--- config.mk ---
export PLATFORM = sky130hd
export DESIGN_NAME = iqc_command
export DESIGN_NICKNAME = d
export VERILOG_FILES = /design/src/hdl/iqc_pkg.sv /design/src/hdl/iqc_command.sv
export SDC_FILE = /design/constraint.sdc
export NUM_CORES = 1
export LEC_CHECK = 0
export BUFFER_PORTS_ARGS = -buffer_cell sky130_fd_sc_hd__buf_2
export CAP_MARGIN = 5
export CORE_AREA = 2 2 488 490
export DETAILED_ROUTE_END_ITERATION = 7
export DIE_AREA = 0 0 490 492
export PLACE_DENSITY = 0.3
export SLEW_MARGIN = 40
export SYNTH_ARGS = -nofsm -noshare
export SYNTH_HDL_FRONTEND = slang
export SYNTH_SLANG_ARGS = --single-unit
--- constraint.sdc ---
create_clock -name ref_clk -period 2.9 [get_ports ref_clk]
set_input_delay 0 -clock ref_clk [delete_from_list [all_inputs] [get_ports ref_clk]]
set_output_delay 0 -clock ref_clk [all_outputs]
set_load 0.005 [all_outputs]
--- src/hdl/iqc_pkg.sv ---
// Purpose: constants for the interrupt queue configuration command block
// Assumes: one 32-bit command register in the local register space
// Notes:   queue index 0..3 receive ch0..3, 4..7 transmit ch0..3, 8 config

package iqc_pkg;

   // ----------------------------------------------------------------
   // register map
   // ----------------------------------------------------------------
   localparam int           ADDR_W       = 12;
   localparam int           DATA_W       = 32;
   localparam logic [11:0]  GLOBAL_COMMAND_OFS = 12'h000;

   // ----------------------------------------------------------------
   // global_command field positions
   // ----------------------------------------------------------------
   localparam int           CH_N         = 4;
   localparam int           QUEUE_N      = 9;
   localparam int           RXQ_LSB      = 28;
   localparam int           RXQ_MSB      = 31;
   localparam int           TXQ_LSB      = 24;
   localparam int           TXQ_MSB      = 27;
   localparam int           CFGQ_BIT     = 21;
   localparam int           AR_BIT       = 0;

   // ----------------------------------------------------------------
   // queue slots
   // ----------------------------------------------------------------
   localparam int           RXQ_BASE_IDX = 0;
   localparam int           TXQ_BASE_IDX = 4;
   localparam int           CFGQ_IDX     = 8;

   // ----------------------------------------------------------------
   // reset values
   // ----------------------------------------------------------------
   localparam logic [3:0]   CH_CFG_RST   = 4'h0;
   localparam logic [31:0]  WORD_RST     = 32'h0000_0000;
   localparam logic [8:0]   QSEL_RST     = 9'h000;

endpackage : iqc_pkg

--- src/hdl/iqc_command.sv ---
// Purpose: global_command register and queue setup on action_request
// Assumes: register port on ref_clk; base/length inputs on ref_clk
// Notes:   reads return one cycle after regRdEn; unmapped reads give 0
//
// What this block does
// - rx queue configure bits 31..28, used on request
// - tx queue configure bits 27..24, used on request
// - config queue configure bit 21, used on request
// - clear channel bit keeps queue setup unchanged
// - clear config bit leaves config queue alone
// - set bit reconfigures queue, replacing earlier setup
// - channel queue loads base and length registers
// - config queue loads base and length registers
// - bits 23:22 and 20:14 read zero
// - configure bits read/write, reset to zero
// - bit 0 request self-clears, acts on held bits

`timescale 1ns/1ps

module iqc_command (
   input  wire logic                 ref_clk,
   input  wire logic                 resetn,
   input  wire logic                 regWrEn,
   input  wire logic                 regRdEn,
   input  wire logic [11:0]          regAddr,
   input  wire logic [31:0]          regWrData,
   output logic      [31:0]          regRdData_q,
   input  wire logic [8:0][31:0]     qBaseIn,
   input  wire logic [8:0][31:0]     qLenIn,
   output logic      [8:0][31:0]     qBase_q,
   output logic      [8:0][31:0]     qLen_q,
   output logic      [8:0]           qValid_q,
   output logic                      arPend_q,
   output logic                      arAck_q,
   output logic      [8:0]           arMask_q
);

   // ----------------------------------------------------------------
   // command register
   // ----------------------------------------------------------------
   logic [3:0] rxCfg_q;
   logic [3:0] rxCfg_d;
   logic [3:0] txCfg_q;
   logic [3:0] txCfg_d;
   logic       cfgQ_q;
   logic       cfgQ_d;
   logic       arPend_d;
   logic       cmdWr;
   logic       cmdHit;
   logic [8:0] qSel;

   assign cmdHit = (regAddr == iqc_pkg::GLOBAL_COMMAND_OFS);
   assign cmdWr  = regWrEn && cmdHit;
   assign qSel   = {cfgQ_q, txCfg_q, rxCfg_q};

   always_comb begin
      rxCfg_d  = rxCfg_q;
      txCfg_d  = txCfg_q;
      cfgQ_d   = cfgQ_q;
      // self-clears after the one cycle in which it is executed
      arPend_d = 1'b0;
      if (cmdWr) begin
         rxCfg_d = regWrData[iqc_pkg::RXQ_MSB:iqc_pkg::RXQ_LSB];
         txCfg_d = regWrData[iqc_pkg::TXQ_MSB:iqc_pkg::TXQ_LSB];
         cfgQ_d  = regWrData[iqc_pkg::CFGQ_BIT];
         // a new request in the execute cycle is kept, not lost
         arPend_d = regWrData[iqc_pkg::AR_BIT];
      end
   end

   always_ff @(posedge ref_clk or negedge resetn) begin
      if (!resetn) begin
         rxCfg_q  <= iqc_pkg::CH_CFG_RST;
         txCfg_q  <= iqc_pkg::CH_CFG_RST;
         cfgQ_q   <= 1'b0;
         arPend_q <= 1'b0;
      end else begin
         rxCfg_q  <= rxCfg_d;
         txCfg_q  <= txCfg_d;
         cfgQ_q   <= cfgQ_d;
         arPend_q <= arPend_d;
      end
   end

   // ----------------------------------------------------------------
   // queue setup, one slot per queue
   // ----------------------------------------------------------------
   logic [8:0][31:0] qBase_d;
   logic [8:0][31:0] qLen_d;
   logic [8:0]       qValid_d;
   logic             arAck_d;
   logic [8:0]       arMask_d;

   genvar gi;
   generate
      for (gi = 0; gi < iqc_pkg::QUEUE_N; gi++) begin : g_queue
         always_comb begin
            qBase_d[gi]  = qBase_q[gi];
            qLen_d[gi]   = qLen_q[gi];
            qValid_d[gi] = qValid_q[gi];
            // base/length are taken as software left them beforehand
            if (arPend_q && qSel[gi]) begin
               qBase_d[gi]  = qBaseIn[gi];
               qLen_d[gi]   = qLenIn[gi];
               qValid_d[gi] = 1'b1;
            end
         end

         always_ff @(posedge ref_clk or negedge resetn) begin
            if (!resetn) begin
               qBase_q[gi]  <= iqc_pkg::WORD_RST;
               qLen_q[gi]   <= iqc_pkg::WORD_RST;
               qValid_q[gi] <= 1'b0;
            end else begin
               qBase_q[gi]  <= qBase_d[gi];
               qLen_q[gi]   <= qLen_d[gi];
               qValid_q[gi] <= qValid_d[gi];
            end
         end

         load_sel_a: assert property (@(posedge ref_clk)
            disable iff (!resetn)
            arPend_q && qSel[gi] |=> qBase_q[gi] == $past(qBaseIn[gi])
               && qLen_q[gi] == $past(qLenIn[gi]) && qValid_q[gi])
            else $error("selected queue not loaded");

         keep_unsel_a: assert property (@(posedge ref_clk)
            disable iff (!resetn)
            !(arPend_q && qSel[gi]) |=> $stable(qBase_q[gi])
               && $stable(qLen_q[gi]) && $stable(qValid_q[gi]))
            else $error("unselected queue changed");
      end
   endgenerate

   // ----------------------------------------------------------------
   // acknowledge of the executed request
   // ----------------------------------------------------------------
   // the mask holds until the next request so software can still see
   // what the last request touched after the pulse has gone
   always_comb begin
      arAck_d  = arPend_q;
      arMask_d = arPend_q ? qSel : arMask_q;
   end

   always_ff @(posedge ref_clk or negedge resetn) begin
      if (!resetn) begin
         arAck_q  <= 1'b0;
         arMask_q <= iqc_pkg::QSEL_RST;
      end else begin
         arAck_q  <= arAck_d;
         arMask_q <= arMask_d;
      end
   end

   // ----------------------------------------------------------------
   // read path
   // ----------------------------------------------------------------
   logic [31:0] regRdData_d;
   logic [31:0] cmdView;

   always_comb begin
      cmdView = iqc_pkg::WORD_RST;
      cmdView[iqc_pkg::RXQ_MSB:iqc_pkg::RXQ_LSB] = rxCfg_q;
      cmdView[iqc_pkg::TXQ_MSB:iqc_pkg::TXQ_LSB] = txCfg_q;
      cmdView[iqc_pkg::CFGQ_BIT] = cfgQ_q;
      cmdView[iqc_pkg::AR_BIT]   = arPend_q;
      // a read in the cycle of a write returns the word as it stood
      regRdData_d = regRdData_q;
      if (regRdEn) begin
         regRdData_d = cmdHit ? cmdView : iqc_pkg::WORD_RST;
      end
   end

   always_ff @(posedge ref_clk or negedge resetn) begin
      if (!resetn) begin
         regRdData_q <= iqc_pkg::WORD_RST;
      end else begin
         regRdData_q <= regRdData_d;
      end
   end

   // ----------------------------------------------------------------
   // checks
   // ----------------------------------------------------------------
   rsv_zero_a: assert property (@(posedge ref_clk)
      disable iff (!resetn)
      regRdData_q[23:22] == 2'h0 && regRdData_q[20:14] == 7'h00)
      else $error("reserved bits read nonzero");

   rx_store_a: assert property (@(posedge ref_clk)
      disable iff (!resetn)
      cmdWr ##1 (regRdEn && cmdHit) |=>
         regRdData_q[31:28] == $past(regWrData[31:28], 2))
      else $error("rx configure bits not read back");

   tx_store_a: assert property (@(posedge ref_clk)
      disable iff (!resetn)
      cmdWr |=> txCfg_q == $past(regWrData[27:24])
         && cfgQ_q == $past(regWrData[21]))
      else $error("tx or config bit not stored");

   cfg_hold_a: assert property (@(posedge ref_clk)
      disable iff (!resetn)
      !cmdWr |=> $stable(rxCfg_q) && $stable(txCfg_q) && $stable(cfgQ_q))
      else $error("configure bits changed without write");

   ar_self_clr_a: assert property (@(posedge ref_clk)
      disable iff (!resetn)
      cmdWr && regWrData[0] ##1 !cmdWr |=> !arPend_q)
      else $error("action request did not self-clear");

   ar_set_a: assert property (@(posedge ref_clk)
      disable iff (!resetn)
      cmdWr && regWrData[0] |=> arPend_q ##1 arAck_q)
      else $error("action request not executed");

   ack_mask_a: assert property (@(posedge ref_clk)
      disable iff (!resetn)
      arPend_q |=> arAck_q && arMask_q == $past(qSel))
      else $error("acknowledge mask wrong");

   cfgq_keep_a: assert property (@(posedge ref_clk)
      disable iff (!resetn)
      arPend_q && !cfgQ_q |=> $stable(qBase_q[8]) && $stable(qLen_q[8]))
      else $error("config queue changed while not selected");

   cfgq_load_a: assert property (@(posedge ref_clk)
      disable iff (!resetn)
      arPend_q && cfgQ_q |=> qBase_q[8] == $past(qBaseIn[8]))
      else $error("config queue base not loaded");

   unmap_zero_a: assert property (@(posedge ref_clk)
      disable iff (!resetn)
      regRdEn && !cmdHit |=> regRdData_q == 32'h0000_0000)
      else $error("unmapped read not zero");

   // ----------------------------------------------------------------
   // request sequencing and read port checks
   // ----------------------------------------------------------------
   tx_read_a: assert property (@(posedge ref_clk)
      disable iff (!resetn)
      cmdWr ##1 (regRdEn && cmdHit) |=>
         regRdData_q[27:24] == $past(regWrData[27:24], 2)
         && regRdData_q[21] == $past(regWrData[21], 2))
      else $error("tx or config bits not read back");

   ar_cause_a: assert property (@(posedge ref_clk)
      disable iff (!resetn)
      arPend_q |-> $past(cmdWr) && $past(regWrData[0]))
      else $error("request executed without a write");

   // a write that lands in the execute cycle re-arms; the set wins
   ar_rearm_a: assert property (@(posedge ref_clk)
      disable iff (!resetn)
      arPend_q && cmdWr && regWrData[0] |=> arPend_q)
      else $error("request in execute cycle was lost");

   ar_one_cycle_a: assert property (@(posedge ref_clk)
      disable iff (!resetn)
      arPend_q && !(cmdWr && regWrData[0]) |=> !arPend_q)
      else $error("request stood longer than one cycle");

   ack_exec_a: assert property (@(posedge ref_clk)
      disable iff (!resetn)
      !arPend_q |=> !arAck_q && $stable(arMask_q))
      else $error("acknowledge or mask moved without a request");

   unsel_mask_a: assert property (@(posedge ref_clk)
      disable iff (!resetn)
      arPend_q && !cfgQ_q |=> !arMask_q[8])
      else $error("config queue reported while not selected");

   // valid bits only rise; a queue is never unconfigured short of reset
   valid_keep_a: assert property (@(posedge ref_clk)
      disable iff (!resetn)
      1'b1 |=> (qValid_q & $past(qValid_q)) == $past(qValid_q))
      else $error("configured queue lost its setup");

   cfgq_len_a: assert property (@(posedge ref_clk)
      disable iff (!resetn)
      arPend_q && cfgQ_q |=>
         qLen_q[8] == $past(qLenIn[8]) && qValid_q[8])
      else $error("config queue length not loaded");

   rd_hold_a: assert property (@(posedge ref_clk)
      disable iff (!resetn)
      !regRdEn |=> $stable(regRdData_q))
      else $error("read data changed without a read");

   low_zero_a: assert property (@(posedge ref_clk)
      disable iff (!resetn)
      regRdData_q[13:1] == 13'h0000)
      else $error("unused low bits read nonzero");

   all_sel_c: cover property (@(posedge ref_clk) disable iff (!resetn)
      arPend_q && qSel == 9'h1FF);
   none_sel_c: cover property (@(posedge ref_clk) disable iff (!resetn)
      arPend_q && qSel == 9'h000);
   back_ar_c: cover property (@(posedge ref_clk) disable iff (!resetn)
      arPend_q && cmdWr && regWrData[0] ##1 arPend_q);
   reconf_c: cover property (@(posedge ref_clk) disable iff (!resetn)
      qValid_q[0] && arPend_q && rxCfg_q[0]);
   rw_same_c: cover property (@(posedge ref_clk) disable iff (!resetn)
      cmdWr && regRdEn && cmdHit);

endmodule // iqc_command

Word-level counts from Yosys, hierarchy flattened
Index checks and enable logic that the tools add are counted.
W data, S select, Z words.
Word-level totals
  input port bits: 624
  word-level logic and storage cells: 47
  register bits: 637
  output and inout bits: 628
Operators by class
  mux-type cells: 2
  reductions and logical operators: 11
Operators with widths (count)
  $mux W32: 1
  $logic_not A12 Y1: 1
  $logic_and A1 B1 Y1: 10
  $mux W1: 1

Depth between registers and ports, before layout
  depth after elaboration: 3
  mapped depth: 5
  depth with buffers taken out: 3

Worst setup path before layout
Ideal clock, no wire load.
  path type: reg-to-reg
  start: register arPend_q
  end: register qBase_q[0] (netlist name)
  library setup time: 0.125 ns
  required time: 2.775 ns
  arrival: 1.381 ns
  cell stages (with the launch flop): 6
  clock period less this slack: 1.506 ns
  setup slack: 1.394 ns
  buffers on the path: 3
  cell sequence: dfrtp_1 buf_2 nand2_1 buf_2 buf_2 mux2_2
On the way
  longest elaborated chain between the ends: 1
RTL lines
  from (decl): line iqc_command.sv:33  | output logic arPend_q,
  from (signal assigned): line iqc_command.sv:81  | arPend_q <= arPend_d;
  $logic_and A1 B1 Y1: line iqc_command.sv:102  | if (arPend_q && qSel[gi]) begin
  to (signal, indexed assignment): line iqc_command.sv:111  | qBase_q[gi] <= iqc_pkg::WORD_RST;
  to (signal, indexed assignment): line iqc_command.sv:115  | qBase_q[gi] <= qBase_d[gi];
  to (decl): line iqc_command.sv:30  | output logic [8:0][31:0] qBase_q,
No other way between the ends.
A chain may end at the register's enable or synchronous reset.

Worst setup path in the final report
  start: input regAddr[1]
  end: register regRdData_q[0]
On the way
  longest elaborated chain between the ends: 2
RTL lines
  from (decl): line iqc_command.sv:25  | input wire logic [11:0] regAddr,
  $logic_not A12 Y1: line iqc_command.sv:52  | assign cmdHit = (regAddr == iqc_pkg::GLOBAL_COMMAND_OFS);
  $mux W32: line iqc_command.sv:170  | regRdData_d = cmdHit ? cmdView : iqc_pkg::WORD_RST;
  to (signal assigned): line iqc_command.sv:176  | regRdData_q <= iqc_pkg::WORD_RST;
  to (signal assigned): line iqc_command.sv:178  | regRdData_q <= regRdData_d;
  to (decl): line iqc_command.sv:27  | output logic [31:0] regRdData_q,
No other way between the ends.

==> flow_metrics.tcl <==
set metrics [dict create \
    outcome "finished, final reports clean" \
    crit_path_end_kind "register" \
    pin_count 1252 \
    coreArea_um2 236000 \
    routed_wl_mm 124 \
    max_freq_ghz 0.385 \
    seq_area_frac_synth_pct 67.4 \
    antenna_found_initial 48 \
    cts_tree "yes" \
    worstRegToRegCells 3 \
    drt.antenna.violating_nets 0 \
    fp.dieW_um 490 \
    die_y_um 492 \
    stdcell_area_um2 45300 \
    synth_area_leader_cell "dfrtp_1" \
    clockRootBuffer "clkbuf_16" \
    finalClockSkew_ns 0.0303 \
    synthesis.area_um2 22800 \
    grt_usage_pct 10.1 \
    synth_top_area_share_pct 67.4 \
    drtIter0Drc 510 \
    period_needed_ns 2.60 \
    num_rows 179 \
    fin_setup_tns_ns 0 \
    clock_sinks 615 \
    power_density_nw_per_um2 496 \
    ir_drop_mv 0.397 \
    htreeDepth 3 \
    drive_above_1_share_pct 54.3 \
    crit_required_ns 3.55 \
    hold_viol 0 \
    synth-main-ff-cell "dfrtp_1" \
    syn2layout_area_growth_pct 98.4 \
    slew_viol_final 0 \
    start_util_pct 9.67 \
    leakage_uw 0.0205 \
    hpwl_mm 97.0 \
    crit_type "input pin to register" \
    overflow 0 \
    nFillCells 26022 \
    rsz0062_at_grt "false" \
    ff2ff_setup_slack_ns 0.73 \
    slew_headroom_pct 42.6 \
    yosysWarnings 0 \
    maxCapViolCount 0 \
    hold_class "input pin to async pin" \
    grt_pass1_vias 22725 \
    port_buffers 1207 \
    final_nets 4202 \
    drt_pass1_iterations 4 \
    wl_per_cell_um 18.2 \
    crit_fanout 11 \
    startpoint_type "input pin" \
    vias 20234 \
    cts_inserted_buffers 83 \
    r2r-end "qBase_q[210]$_DFFE_PN0P_" \
    r2r_start "arPend_q$_DFF_PN0_" \
    drc 0 \
    viasPerCell 2.96 \
    clk_pin_slew_ns 0.06 \
    yosysMostFrequentCell "dfrtp_1" \
    routabilityCongestion 0.800 \
    insertion_delay_ns 0.72 \
    yosys-top-cells-count "dfrtp_1, mux2_2, buf_2" \
    synthArstFlopShare_pct 100 \
    ys_seq_elements 615 \
    critical_path_arrival_ns 3.24 \
    grt_pass1_wl_mm 174 \
    postSynthCellCount 1364 \
    netlist_top_cells_area "dfrtp_1, mux2_2, buf_2" \
    finalSetupViolCount 0 \
    synth.distinct_cells 16 \
    synth-edff-count 0 \
    syn_avg_cell_area_um2 16.7 \
    finalCritPeriodShare_pct 89.5 \
    worst_slew_pin_slew_ns 0.854 \
    grt_max_degree 79 \
    die_area_um2 241000 \
    max-clock-path-buffers 3 \
    place_area_um2 33100 \
]
where the power goes:
group	total (uW)	switching, uW	internal (uW)
sequential	9210	215	9000
clock	10500	4370	6130
combinational	2780	1080	1700
total	22500	5670	16800
worst max-delay path, stage by stage:
cell and delay (ns):
dlygate4sd3_1 0.54, buf_2 0.13, nor4_2 0.40, dlygate4sd3_1 0.63, nand3_1 0.06, dlygate4sd3_1 0.58, buf_4 0.20, o22ai_1 0.13
dlygate4sd3_1 0.57
repair_timing:
| item | CTS | global route |
|---|---|---|
| endpoints found under the setup margin | 0 | 0 |
| resized for setup | 0 | 0 |
| buffers inserted | 0 | 0 |
| hold buffers | 943 | 0 |
| hold endpoints to repair | 1211 | 0 |
per-layer routing:
| layer | GRT usage, % | vias to the layer above | wire length (um) |
|---|---|---|---|
| met5 | 0.198 | - | 167 |
| met4 | 3.92 | 26 | 4110 |
| met3 | 4.61 | 175 | 13200 |
| met2 | 16.7 | 917 | 58200 |
| met1 | 11.4 | 9926 | 48400 |
| li1 | - | 9190 | - |
kinds of logic (layout without fill, tap and decap cells):
| family | count (synthesis) | after routing | share of synthesized area (%) |
|---|---|---|---|
| buffers and inverters | 109 | 2362 | 2.50 |
| muxes | 585 | 585 | 28.8 |
| other | 1 | 43 | 0.0164 |
| AOI/OAI and AO/OA | 19 | 19 | 0.471 |
| and+or+nand+nor | 35 | 35 | 0.778 |
| DFF | 615 | 615 | 67.4 |
cells in the final DEF, fill, tap and decap left out, drive strengths merged, types with 10 or more instances in the layout:
master       count
clkbuf         119
o22ai           10
nand2           20
diode           21
conb            22
dfrtp          615
dlygate4sd3    942
mux2           585
inv             25
clkinv          12
buf           1256
layout make-up:
type	count	area [um2]	share of cell area (%)
diodes	21	52.6	0.116
clock inverters	26	344	0.759
clock buffers	119	2360	5.22
repair buffers	2198	16100	35.5
flip-flops and latches	615	15400	34.0
inverters	19	71.3	0.157
well taps	3167	3960	8.74
multi-input cells	661	7020	15.5
through the flow:
step                worst slack [ns]  utilization [%]  std cells  total power (uW)  hold slack, ns
global placement               0.649             14.0       5717             11200         -0.0105
CTS                            0.379             19.2       6805             23100        0.000385
floorplan                       1.39                -       1385              9760          -0.296
finish                         0.304             19.2       6826             22500          0.0362
detailed placement             0.635             14.0       5717             11200         -0.0124
global route                   0.193             19.2       6815             23600          0.0285
how the worst max path moves through the flow:
stage	endpoint	slack (ns)	startpoint
after floorplan	qBase_q[0]$_DFFE_PN0P_	1.39	arPend_q$_DFF_PN0_
after global placement	qLen_q[72]$_DFFE_PN0P_	0.65	arPend_q$_DFF_PN0_
after detailed placement	qBase_q[214]$_DFFE_PN0P_	0.63	arPend_q$_DFF_PN0_
after CTS	regRdData_q[0]$_DFFE_PN0P_	0.38	regAddr[1]
after global routing	regRdData_q[0]$_DFFE_PN0P_	0.19	regAddr[1]
final	regRdData_q[0]$_DFFE_PN0P_	0.30	regAddr[1]
sequential cells by signal, indices dropped and copies added, names as in the netlist:
| name | flops |
|---|---|
| arPend_q | 1 |
| qValid_q | 9 |
| regRdData_q | 10 |
| cfgQ_q | 1 |
| rxCfg_q | 4 |
| txCfg_q | 4 |
| arAck_q | 1 |
| qLen_q | 288 |
| arMask_q | 9 |
| qBase_q | 288 |
Note: power is estimated with default switching activity, not from simulation.
